**src/core/scr_pkg.sv**
```systemverilog
// Shared constants for the stepper current/status register link.
// Assumes one clock domain shared by the host end and the device end.
`default_nettype none
package scr_pkg;
   // Driver addressing
   localparam int          NUM_AXES_DFLT   = 4;
   localparam logic [3:0]  DRV_X           = 4'h0;
   localparam logic [3:0]  DRV_BROADCAST   = 4'h9;
   // Register addresses (7-bit register field)
   localparam logic [6:0]  REG_GLOBAL_STAT = 7'h01;
   localparam logic [6:0]  REG_HOLD_RUN    = 7'h10;
   // Field layout of hold_run_current_control
   localparam int          HOLD_LSB        = 0;
   localparam int          RUN_LSB         = 8;
   localparam int          DELAY_LSB       = 16;
   localparam int          CUR_W           = 5;
   localparam int          DELAY_W         = 4;
   // Values after reset, and the lowest run code the host sends
   localparam logic [4:0]  HOLD_RST        = 5'h08;
   localparam logic [4:0]  RUN_RST         = 5'h1F;
   localparam logic [3:0]  DELAY_RST       = 4'h1;
   localparam logic [4:0]  RUN_MIN         = 5'h08;
   // Bit positions of global_status_flags
   localparam int          STAT_RESET_BIT  = 0;
   localparam int          STAT_DRVERR_BIT = 1;
   localparam int          STAT_SUPPLY_BIT = 2;
   // Clocks per power-down step for delay code 1
   localparam int          STEP_CLOCKS_DFLT = 262144;
   // Synchroniser depth for the fault and supply pin inputs
   localparam int          SYNC_STAGES     = 2;
   // Host startup defaults for small motors
   localparam logic [4:0]  BOOT_HOLD_DFLT  = 5'h01;
   localparam logic [4:0]  BOOT_RUN_DFLT   = 5'h01;
   localparam logic [3:0]  BOOT_DELAY_DFLT = 4'h0;
endpackage
`default_nettype wire

```
**src/core/scr_link_if.sv**
```systemverilog
// Register command link between the host end and the device end.
// Assumes both ends run on the same clock; no clocking block.
`default_nettype none
interface scr_link_if;
   logic        cmd_valid;   // One-cycle command strobe
   logic        cmd_write;   // 1 write, 0 read
   logic [3:0]  cmd_drv;     // Driver address
   logic [6:0]  cmd_reg;     // Register address
   logic [31:0] cmd_data;    // Data bytes 3..0
   logic        rsp_valid;   // One-cycle read reply strobe
   logic [31:0] rsp_data;    // Read reply data

   modport device (
      input  cmd_valid,
      input  cmd_write,
      input  cmd_drv,
      input  cmd_reg,
      input  cmd_data,
      output rsp_valid,
      output rsp_data
   );
   modport host (
      output cmd_valid,
      output cmd_write,
      output cmd_drv,
      output cmd_reg,
      output cmd_data,
      input  rsp_valid,
      input  rsp_data
   );
endinterface
`default_nettype wire

```
**src/core/scr_device.sv**
```systemverilog
// Device end: per-axis current control registers, status flags and power-down ramp.
// Assumes the host end drives the link on the same clock; fault and supply pins are asynchronous, other pins are synchronous.
//
// Contract
// RULE1: Driver address picks axis; zero is X.
// RULE2: Host sends byte3 zero, delay, run bytes.
// RULE3: Host sends standstill current in byte 0.
// RULE4: Hold current resets 8, scales linearly.
// RULE5: Hold zero allows freewheel or brake selection.
// RULE6: Run current resets 31, scales linearly.
// RULE7: Host avoids run current below 8.
// RULE8: Ramp starts after standstill and timeout expire.
// RULE9: Delay resets 1; steps are code times 2^18.
// RULE10: Status flags clear by writing one.
// RULE11: Reset flag set; registers take reset values.
// RULE12: Error flag latches, holds while error active.
// RULE13: Supply low bit is live, not latched.
// RULE14: Status read has three meaningful bits.
// RULE15: Host lowers currents on every axis at startup.
// RULE16: Driver address 9 broadcasts to all axes.
`default_nettype none
module scr_device
   import scr_pkg::*;
#(
   parameter int NUM_AXES    = NUM_AXES_DFLT,
   parameter int STEP_CLOCKS = STEP_CLOCKS_DFLT
) (
   input  wire logic                clk_i,
   input  wire logic                rst_i,
   scr_link_if.device               link,
   input  wire logic [NUM_AXES-1:0] standstill_i,
   input  wire logic [NUM_AXES-1:0] pd_timeout_done_i,
   input  wire logic [NUM_AXES-1:0] brake_select_i,
   input  wire logic [NUM_AXES-1:0] fault_i,
   input  wire logic [NUM_AXES-1:0] supply_low_i,
   output logic [NUM_AXES-1:0][4:0] coil_current_o,
   output logic [NUM_AXES-1:0]      freewheel_o,
   output logic [NUM_AXES-1:0]      brake_o,
   output logic [NUM_AXES-1:0]      shutdown_o
);
   localparam int TMR_W = $clog2(15 * STEP_CLOCKS + 1);

   // Elaboration checks
   if (NUM_AXES < 1 || NUM_AXES > 9) begin : g_bad_axes
      $error("NUM_AXES must be 1 to 9");
   end
   if (STEP_CLOCKS < 1) begin : g_bad_step
      $error("STEP_CLOCKS must be at least 1");
   end
   // Longest step, code 15, must stay within a 31-bit count
   if (STEP_CLOCKS > 32'h0888_8888) begin : g_big_step
      $error("STEP_CLOCKS too large for the step timer");
   end

   // Two-flop synchronisers for fault and supply comparator pins
   // Only the second stage feeds logic; the first may be metastable
   logic [NUM_AXES-1:0] fault_s1_q;
   logic [NUM_AXES-1:0] fault_s2_q;
   logic [NUM_AXES-1:0] low_s1_q;
   logic [NUM_AXES-1:0] low_s2_q;
   always_ff @(posedge clk_i or posedge rst_i) begin
      if (rst_i) begin
         fault_s1_q <= '0;
         fault_s2_q <= '0;
         low_s1_q   <= '0;
         low_s2_q   <= '0;
      end else begin
         fault_s1_q <= fault_i;
         fault_s2_q <= fault_s1_q;
         low_s1_q   <= supply_low_i;
         low_s2_q   <= low_s1_q;
      end
   end

   // Per-axis register state, one slice per axis
   logic [NUM_AXES-1:0][4:0]         hold_q;
   logic [NUM_AXES-1:0][4:0]         run_q;
   logic [NUM_AXES-1:0][3:0]         delay_q;
   logic [NUM_AXES-1:0]              rst_flag_q;
   logic [NUM_AXES-1:0]              drv_err_q;

   // Per-axis register bank and ramp
   for (genvar a = 0; a < NUM_AXES; a++) begin : g_axis
      logic             sel;
      logic [4:0]       hold_d;
      logic [4:0]       run_d;
      logic [4:0]       cur_d;
      logic [3:0]       delay_d;
      logic             rst_flag_d;
      logic             drv_err_d;
      logic             fw_d;
      logic             br_d;
      logic             pd_active;
      logic [TMR_W-1:0] tmr_q;
      logic [TMR_W-1:0] tmr_d;
      logic [TMR_W-1:0] step_lim;

      // Command decode and next register values
      always_comb begin
         sel = link.cmd_valid && link.cmd_write &&
               (link.cmd_drv == 4'(a) || link.cmd_drv == DRV_BROADCAST); // RULE1 RULE16
         hold_d     = hold_q[a];
         run_d      = run_q[a];
         delay_d    = delay_q[a];
         rst_flag_d = rst_flag_q[a];
         drv_err_d  = drv_err_q[a];
         if (sel && link.cmd_reg == REG_HOLD_RUN) begin
            hold_d  = link.cmd_data[HOLD_LSB +: CUR_W];   // RULE4
            run_d   = link.cmd_data[RUN_LSB +: CUR_W];    // RULE6
            delay_d = link.cmd_data[DELAY_LSB +: DELAY_W]; // RULE9
         end
         if (sel && link.cmd_reg == REG_GLOBAL_STAT) begin
            if (link.cmd_data[STAT_RESET_BIT])
               rst_flag_d = 1'b0; // RULE10
            if (link.cmd_data[STAT_DRVERR_BIT] && !fault_s2_q[a])
               drv_err_d = 1'b0; // RULE10 RULE12
         end
         // Set wins: a live fault overrides a clearing write
         if (fault_s2_q[a])
            drv_err_d = 1'b1; // RULE12
      end

      // Power-down ramp from run current toward hold current
      always_comb begin
         pd_active = standstill_i[a] && pd_timeout_done_i[a]; // RULE8
         step_lim  = TMR_W'(delay_q[a]) * TMR_W'(STEP_CLOCKS); // RULE9
         cur_d     = coil_current_o[a];
         tmr_d     = '0;
         if (!pd_active) begin
            cur_d = run_q[a]; // RULE6
         end else if (coil_current_o[a] > hold_q[a]) begin
            if (delay_q[a] == 4'h0) begin
               cur_d = hold_q[a]; // RULE9
            end else if (tmr_q >= step_lim - TMR_W'(1)) begin
               cur_d = coil_current_o[a] - 5'h01; // RULE8
            end else begin
               tmr_d = tmr_q + TMR_W'(1);
            end
         end else begin
            cur_d = hold_q[a]; // RULE4
         end
         fw_d = pd_active && hold_q[a] == 5'h00 && cur_d == 5'h00 && !brake_select_i[a]; // RULE5
         br_d = pd_active && hold_q[a] == 5'h00 && cur_d == 5'h00 && brake_select_i[a];  // RULE5
      end

      // Register bank returns to reset values on reset
      always_ff @(posedge clk_i or posedge rst_i) begin
         if (rst_i) begin
            hold_q[a]     <= HOLD_RST;  // RULE11
            run_q[a]      <= RUN_RST;
            delay_q[a]    <= DELAY_RST;
            rst_flag_q[a] <= 1'b1;      // RULE11
            drv_err_q[a]  <= 1'b0;
         end else begin
            hold_q[a]     <= hold_d;
            run_q[a]      <= run_d;
            delay_q[a]    <= delay_d;
            rst_flag_q[a] <= rst_flag_d;
            drv_err_q[a]  <= drv_err_d;
         end
      end

      // Ramp state and pin outputs; coil starts at the run reset value
      always_ff @(posedge clk_i or posedge rst_i) begin
         if (rst_i) begin
            tmr_q             <= '0;
            coil_current_o[a] <= RUN_RST;
            freewheel_o[a]    <= 1'b0;
            brake_o[a]        <= 1'b0;
            shutdown_o[a]     <= 1'b0;
         end else begin
            tmr_q             <= tmr_d;
            coil_current_o[a] <= cur_d;
            freewheel_o[a]    <= fw_d;
            brake_o[a]        <= br_d;
            shutdown_o[a]     <= fault_s2_q[a]; // Bridge off on fault
         end
      end
   end

   // Read reply: status only, other registers read zero
   // Reply word moves only on a read, so live flags cannot disturb it
   logic        rsp_valid_d;
   logic [31:0] rsp_data_d;
   always_comb begin
      rsp_valid_d = link.cmd_valid && !link.cmd_write;
      rsp_data_d  = link.rsp_data;
      if (rsp_valid_d) begin
         rsp_data_d = 32'h0000_0000;
         for (int a = 0; a < NUM_AXES; a++) begin
            if (link.cmd_drv == 4'(a) && link.cmd_reg == REG_GLOBAL_STAT) begin
               rsp_data_d[STAT_RESET_BIT]  = rst_flag_q[a]; // RULE14
               rsp_data_d[STAT_DRVERR_BIT] = drv_err_q[a];
               rsp_data_d[STAT_SUPPLY_BIT] = low_s2_q[a];   // RULE13
            end
         end
      end
   end

   // Reply strobe and held reply word
   always_ff @(posedge clk_i or posedge rst_i) begin
      if (rst_i) begin
         link.rsp_valid <= 1'b0;
         link.rsp_data  <= 32'h0000_0000;
      end else begin
         link.rsp_valid <= rsp_valid_d;
         link.rsp_data  <= rsp_data_d;
      end
   end
endmodule
`default_nettype wire

```
**src/flat_wrapper.sv**
```systemverilog
// flat-port wrapper written by rule: the top's interface ports become plain ports
module scr_device_flat import scr_pkg::*;
#(
   parameter int NUM_AXES    = NUM_AXES_DFLT,
   parameter int STEP_CLOCKS = STEP_CLOCKS_DFLT
)
  (clk_i, rst_i, standstill_i, pd_timeout_done_i, brake_select_i, fault_i, supply_low_i, coil_current_o, freewheel_o, brake_o, shutdown_o, link_cmd_valid, link_cmd_write, link_cmd_drv, link_cmd_reg, link_cmd_data, link_rsp_valid, link_rsp_data);
  scr_link_if link_i ();
  input  wire logic clk_i;
  input  wire logic rst_i;
  input  wire logic [NUM_AXES-1:0] standstill_i;
  input  wire logic [NUM_AXES-1:0] pd_timeout_done_i;
  input  wire logic [NUM_AXES-1:0] brake_select_i;
  input  wire logic [NUM_AXES-1:0] fault_i;
  input  wire logic [NUM_AXES-1:0] supply_low_i;
  output logic [NUM_AXES-1:0][4:0] coil_current_o;
  output logic [NUM_AXES-1:0] freewheel_o;
  output logic [NUM_AXES-1:0] brake_o;
  output logic [NUM_AXES-1:0] shutdown_o;
  input wire logic [$bits(link_i.cmd_valid)-1:0] link_cmd_valid;
  input wire logic [$bits(link_i.cmd_write)-1:0] link_cmd_write;
  input wire logic [$bits(link_i.cmd_drv)-1:0] link_cmd_drv;
  input wire logic [$bits(link_i.cmd_reg)-1:0] link_cmd_reg;
  input wire logic [$bits(link_i.cmd_data)-1:0] link_cmd_data;
  output wire logic [$bits(link_i.rsp_valid)-1:0] link_rsp_valid;
  output wire logic [$bits(link_i.rsp_data)-1:0] link_rsp_data;
  assign link_i.cmd_valid = link_cmd_valid;
  assign link_i.cmd_write = link_cmd_write;
  assign link_i.cmd_drv = link_cmd_drv;
  assign link_i.cmd_reg = link_cmd_reg;
  assign link_i.cmd_data = link_cmd_data;
  assign link_rsp_valid = link_i.rsp_valid;
  assign link_rsp_data = link_i.rsp_data;
  scr_device #(.NUM_AXES(NUM_AXES), .STEP_CLOCKS(STEP_CLOCKS)) u_core (.clk_i(clk_i), .rst_i(rst_i), .link(link_i), .standstill_i(standstill_i), .pd_timeout_done_i(pd_timeout_done_i), .brake_select_i(brake_select_i), .fault_i(fault_i), .supply_low_i(supply_low_i), .coil_current_o(coil_current_o), .freewheel_o(freewheel_o), .brake_o(brake_o), .shutdown_o(shutdown_o));
endmodule
```
**config.mk**
```make
export PLATFORM = sky130hd
export DESIGN_NAME = scr_device_flat
export DESIGN_NICKNAME = d
export VERILOG_FILES = /design/src/core/scr_pkg.sv /design/src/core/scr_link_if.sv /design/src/core/scr_device.sv /design/src/flat_wrapper.sv
export SDC_FILE = /design/constraint.sdc
export NUM_CORES = 1
export LEC_CHECK = 0
export CAP_MARGIN = 30
export CORE_MARGIN = 2
export CORE_UTILIZATION = 60
export CTS_BUF_LIST = sky130_fd_sc_hd__clkbuf_4
export DETAILED_ROUTE_END_ITERATION = 10
export DONT_BUFFER_PORTS = 1
export GPL_TIMING_DRIVEN = 0
export PLACE_DENSITY_LB_ADDON = 0.08
export SLEW_MARGIN = 25
export SYNTH_ARGS = -nofsm -noshare
export SYNTH_HDL_FRONTEND = slang
export SYNTH_SLANG_ARGS = --single-unit
```
**constraint.sdc**
```tcl
create_clock -name clk_i -period 9.5 [get_ports clk_i]
set_input_delay 1.9 -clock clk_i [delete_from_list [all_inputs] [get_ports clk_i]]
set_output_delay 1.9 -clock clk_i [all_outputs]
set_load 0.02 [all_outputs]
```
==> results of run 1 <==
==> through the flow <==
step,cells,instance area [um2]
finish,1333,11500
global route,1333,11500
CTS,1332,11500
detailed placement,1235,10800
global placement,1233,10800
floorplan,1008,10500
==> registers in the layout (all words and copies together), names as in the netlist <==
register               count
u_core.drv_err_q           4
u_core.g_axis.tmr_q       88
u_core.fault_s1_q          4
u_core.delay_q            16
u_core.shutdown_o          4
u_core.fault_s2_q          4
u_core.rst_flag_q          4
u_core.link.rsp_valid      1
u_core.link.rsp_data       3
u_core.freewheel_o         4
u_core.run_q              20
u_core.coil_current_o     20
u_core.low_s1_q            4
u_core.brake_o             4
u_core.hold_q             20
u_core.low_s2_q            4
==> layout make-up <==
cell class	instances	area, um2	area share, %
Sequential cell	204	5170	44.8
Multi-Input combinational cell	703	4810	41.7
Clock buffer	84	631	5.47
Buffer	52	312	2.70
Tap cell	225	282	2.44
Inverter	49	191	1.66
Clock inverter	13	81.3	0.705
Timing Repair Buffer	2	55.1	0.477
Antenna cell	1	2.50	0.0217
==> where the power goes <==
group          switching, mW  internal [mW]
Clock                  0.358          0.427
Sequential            0.0119          0.882
Combinational         0.0472         0.0261
==> Yosys cell counts, drive strengths merged (2+ instances only) <==
library cell	number
a2111oi	3
a211oi	4
a21o	6
a21oi	19
a31oi	4
and2	6
and3	21
and4	7
buf	30
clkbuf	22
dfrtp	152
dfstp	52
ha	48
inv	49
mux2	52
mux2i	7
mux4	3
nand2	80
nand2b	9
nand3	46
nand3b	2
nand4	21
nor2	120
nor2b	5
nor3	25
nor3b	7
nor4	8
o2111ai	4
o211ai	2
o21a	7
o21ai	28
o21bai	2
o31a	2
o31ai	3
o32ai	2
or2	2
or3	6
or4	3
xnor2	46
xor2	51
==> metal layers <==
layer / vias up / GRT usage (%)
met2: 154 / 36.4
met4: 0 / 8.04
met1: 3415 / 30.0
met5: - / 0
met3: 41 / 6.73
li1: 3515 / -
==> cells by family (layout without fill, tap and decap cells) <==
logic type               count (synthesis)  after routing
AO/OA/AOI/OAI                           94             94
XOR/XNOR                                97             97
adder cells (fa/ha/maj)                 48             48
buffers and inverters                  101            200
flip-flops                             204            204
multiplexers                            62             62
other                                    1             30
AND/OR/NAND/NOR                        373            373
==> worst min-delay path by stage <==
stage / from / end
4_1_cts: u_core.low_s1_q[1] / u_core.low_s2_q[1]
6_report: u_core.low_s1_q[1] / u_core.low_s2_q[1]
5_1_grt: u_core.low_s1_q[3] / u_core.low_s2_q[3]
3_3_place_gp: u_core.low_s1_q[2] / u_core.low_s2_q[2]
2_1_floorplan: u_core.fault_s1_q[0] / u_core.fault_s2_q[0]
3_5_place_dp: u_core.low_s1_q[1] / u_core.low_s2_q[1]
==> run_results.csv, run 1 <==
group,metric,value,unit
placed_design,portBuffers,0,
yosys,synth_top_family_by_area,"simple AND/OR/NAND/NOR gates",
cells_and_area,syn_to_final_growth,11.2,%
clock_network,clkSinkCount,204,
worst_setup_path,cp.arrival,3.81,ns
power,power,1.75,mW
yosys,synth-edff-count,0,
clock_network,hold_buffers,0,
yosys,netlist.area_leader.share,36.7,%
sta,slew_viol_final,0,
worst_setup_path,crit_buf_inv,1,
drt,top_layer,"met4",
clock_network,cts_setup_buffers,0,
worst_setup_path,start_kind,"primary input",
placed_design,hpwlAfterDp,14300,um
sta,clock.fmax,307,MHz
yosys,seq_area_frac_synth,49.8,%
cells_and_area,drive_gt1_share,23.4,%
worst_setup_path,cpLargestDelayFamily,"simple AND/OR/NAND/NOR gates",
clock_network,cts_buffers,52,
yosys,avgSynthCellArea,10.6,um2
power,peakVddDrop,136,uV
worst_setup_path,cp-endpoint,"u_core.hold_q[19]",
cells_and_area,final_cell_mix,"dfrtp_1, nor2_1, clkbuf_4",
sta,relSlewSlack,53.1,%
grt,gr-usage-all-layers,22.8,%
yosys,synthDistinctLibCells,75,
grt,first_global_vias,7011,
floorplan,fp.dieH,135,um
drt,ant_nets,0,
worst_setup_path,r2r_start,"u_core.delay_q[8]",
hold_path,hp-class,"reg2reg",
drt,dr_wl_met3,1260,um
yosys,syn_inst,980,
floorplan,core,17100,um2
worst_setup_path,reg2regPathDepth,11,
sta,period_share,34.3,%
floorplan,start_util,60.6,%
yosys,ys.flop_type,"dfrtp_1",
yosys,async_flop_share,100,%
drt,wl_per_cell,15.2,um
yosys,synthSimpleGateAreaFrac,18.0,%
yosys,yosysTopAreaCell,"dfrtp_1",
floorplan,die_area,18400,um2
yosys,ys_warn_count,0,
worst_setup_path,startpoint,"link_cmd_reg[1]",
sta,worst_slack,6.24,ns
cells_and_area,fin_util,67.4,%
power,p_leak,5.18,nW
worst_setup_path,critPathCaptureType,"flip-flop",
clock_network,cts.clk_slew.worst_paths,0.07,ns
cells_and_area,final_common_cell,"dfrtp_1",
yosys,synthMuxAreaShare,7.01,%
grt,grt-ovfl-total,0,
hold_path,hold_depth,0,
drt,routed_wl,20200,um
drt,wl_met1,8960,um
sta,hold_viol,0,
worst_setup_path,crit_type,"in2reg",
drt,vias,7125,
yosys,synth_seq_cells,204,
grt,grt_pass1_wl,33700,um
worst_setup_path,worstPathMaxFanout,10,
sta,holdWs,0.343,ns
sta,setup-violations-final,0,
clock_network,ctsHtreeMaxLevel,2,
clock_network,clock_latency,0.68,ns
worst_setup_path,r2r_end,"u_core.freewheel_o[2]",
drt,first_pass_iters,7,
worst_setup_path,worstSetupPathDepth,6,
placed_design,gp_congestion,0.829,
floorplan,die_w,135,um
power,powerDensity,152,nW/um2
worst_setup_path,required,10.05,ns
flow_run,maxCapViolCount,0,
worst_setup_path,cpMaxStageDelayCell,"nor3b_1",
floorplan,rows,48,
drt,drtIter0Drc,357,
yosys,synth_compound_area_share,6.40,%
yosys,netlist_area,10400,um2
drt,drc,0,
sta,rsz0062_at_grt,"no",
floorplan,ios,132,
sta,fin_tns_setup,0,ns
drt,wl_met2,9600,um
clock_network,cts_root_buf,"clkbuf_4",
clock_network,cts_tree,"done",
sta,min_period,3.26,ns
worst_setup_path,r2r_slack,6.37,ns
yosys,synth_fa_ha_area_share,5.79,%
status,status,"finished, final reports clean",
cells_and_area,fillers,1382,
worst_setup_path,slowest_delay,0.51,ns
placed_design,place_ws,5.58,ns
clock_network,ctsLongestPathBuffers,3,
yosys,synth_area_leaders,"dfrtp_1, dfstp_2, ha_1",
grt,antenna_found_initial,1,
clock_network,post_cts_resized,0,
yosys,yosys.area_share.xor_xnor,8.19,%
worst_setup_path,crit_path_cell_trace,"nor3_1 -> nand2_1 -> nor3b_1 -> nand4_1 -> clkbuf_1 -> mux2_2",
sta,skew,0.0380,ns
sta,max_slew.worst_pin.slew,0.698,ns
drt,viasPerCell,5.35,
cells_and_area,fin_nets,1179,
grt,grt_max_degree,102,
Power figures use the tool's default switching activity.
==> run 2: changes to the inputs <==
- clock period: 9.5 -> 2.95 ns (I/O delays scaled with it)
==> run 2 against run 1 <==
- core utilization up 1.9 points
- routed wire length rose by 4.7%
- worst hold slack worse by 0.29 ns
- worst setup slack worse by 6.1 ns
- sequential power grew to 3.2 times the previous value
- via count increased by 1.9%
- largest cell class unchanged
- largest power group unchanged
==> run_results.csv, run 2 (synthesis results as in run 1) <==
group,metric,value,unit
power,power,5.66,mW
power,peakVddDrop,423,uV
power,powerDensity,477,nW/um2
sta,holdWs,0.0556,ns
placed_design,place_ws,-0.130,ns
sta,max_slew.worst_pin.slew,0.746,ns
cells_and_area,fin_area,11900,um2
drt,ant_nets,0,
power,pwr-share-seq,50.8,%
floorplan,fp.dieH,135,um
cells_and_area,largest_register_ffs,88,
worst_setup_path,worstPathMaxFanout,8,
clock_network,cts_tree,"done",
clock_network,clock_latency,0.66,ns
sta,clock.fmax,353,MHz
placed_design,placed_area,10900,um2
grt,grt_max_degree,33,
grt,grt-ovfl-total,0,
worst_setup_path,cp.arrival,3.41,ns
cells_and_area,final_common_cell,"dfrtp_1",
worst_setup_path,crit_type,"reg2reg",
cells_and_area,final_cell_count_no_fill,1358,
power,clock_power_share,44.4,%
sta,relSlewSlack,49.8,%
clock_network,cts_buffers,53,
cells_and_area,largest_register,"u_core.g_axis.tmr_q",
drt,drc,0,
worst_setup_path,cpMaxStageDelayCell,"dfstp_2",
sta,min_period,2.83,ns
placed_design,gp_congestion,0.852,
floorplan,core,17100,um2
sta,slew_viol_final,0,
drt,vias,7260,
hold_path,hp-class,"in2reg",
clock_network,ctsHtreeMaxLevel,2,
sta,skew,0.0203,ns
worst_setup_path,cpLargestDelayFamily,"compound AO/OA/AOI/OAI gates",
grt,gr-usage-all-layers,23.8,%
floorplan,ios,132,
sta,worst_slack,0.116,ns
sta,period_share,96.1,%
placed_design,hpwlAfterDp,14900,um
placed_design,dp_cells,1240,
power,p_comb_share,4.8,%
cells_and_area,final_cell_mix,"dfrtp_1, nor2_1, clkbuf_4",
clock_network,clkSinkCount,204,
cells_and_area,fin_nets,1204,
power,swShare,23.6,%
placed_design,portBuffers,0,
drt,drtIter0Drc,345,
worst_setup_path,cpMostUsedCell,"ha_4",
clock_network,cts.clk_slew.worst_paths,0.07,ns
grt,antenna_found_initial,1,
floorplan,start_util,60.6,%
power,p_sw,1.34,mW
drt,viasPerCell,5.35,
worst_setup_path,r2r_slack,0.12,ns
cells_and_area,drive_gt1_share,25.1,%
worst_setup_path,start_kind,"flip-flop",
worst_setup_path,crit_buf_inv,2,
sta,setup-violations-final,0,
cells_and_area,fin_util,69.3,%
power,p_leak,5.31,nW
floorplan,die_area,18400,um2
sta,fin_tns_setup,0,ns
power,power.internal,4.32,mW
flow_run,maxCapViolCount,0,
clock_network,cts_root_buf,"clkbuf_4",
worst_setup_path,critPathCaptureType,"flip-flop",
worst_setup_path,slowest_delay,0.53,ns
clock_network,ctsLongestPathBuffers,3,
floorplan,die_w,135,um
status,status,"finished, final reports clean",
drt,wl_per_cell,15.6,um
sta,hold_viol,0,
drt,routed_wl,21200,um
worst_setup_path,crit_path_cell_trace,"inv_1 -> ha_4 -> ha_4 -> nand2_1 -> o41a_1 -> buf_6 -> xnor2_1 -> a2111oi_1 -> nor4b_2 -> nor3b_2",
cells_and_area,syn_to_final_growth,14.4,%
grt,first_global_vias,7239,
grt,grt_pass1_wl,35100,um
floorplan,rows,48,
worst_setup_path,required,3.52,ns
drt,first_pass_iters,5,
==> run 2: changes by cell type in the layout (fill, tap and decap cells not counted), moves of 2 or more <==
cell / delta
a2111oi_0: -3
a2111oi_1: +2
buf_12: +6
buf_4: +6
clkbuf_1: -2
clkbuf_4: +7
clkinv_1: -2
clkinv_2: -2
dlygate4sd3_1: +13
ha_1: -2
ha_4: +2
o21ai_0: -2
o21ai_1: +2
==> run 2: final cells by class <==
type | count | area [um2]
Clock buffer | 91 | 683
Timing Repair Buffer | 26 | 323
Clock inverter | 7 | 26.3
Multi-Input combinational cell | 703 | 4880
Antenna cell | 1 | 2.50
Inverter | 49 | 188
Fill cell | 1356 | 5250
Tap cell | 225 | 282
Sequential cell | 204 | 5170
Buffer | 52 | 314
==> run 2: power by group through the flow <==
stage | Sequential, mW | Clock [mW] | Combinational (mW)
3_3_place_gp | 2.93 | 0 | 0.226
3_5_place_dp | 2.93 | 0 | 0.254
4_1_cts | 2.88 | 2.61 | 0.270
5_1_grt | 2.88 | 2.75 | 0.306
2_1_floorplan | 2.92 | 0 | 0.193
6_report | 2.88 | 2.51 | 0.271
==> run 2: repair_timing <==
action	4_1_cts	5_1_grt
gates resized for setup	5	16
endpoints found under the setup margin	6	42
endpoints found under the hold margin	33	0
buffers inserted	1	5
hold buffers	13	0
pin swaps	1	5
==> run 2: path summary, 6_finish.rpt <==
check | start | to | depth (start not counted)
worst max-delay path | u_core.delay_q[8] | u_core.freewheel_o[2] | 10
max in group asynchronous | rst_i | u_core.coil_current_o[18] | 6
worst min-delay path | brake_select_i[2] | u_core.brake_o[2] | 2
worst min register to register | u_core.fault_s1_q[0] | u_core.fault_s2_q[0] | 0
worst max register to register | u_core.delay_q[8] | u_core.freewheel_o[2] | 10
min in group asynchronous | rst_i | u_core.shutdown_o[3] | 2
==> run 2: per-layer routing <==
metal  up-vias  GRT usage (%)  wire length (um)
met2       176           38.4             10000
met3        36           6.70              1270
li1       3560              -                 -
met5         -              0                 0
met1      3488           31.1              9480
met4         0           8.33               441
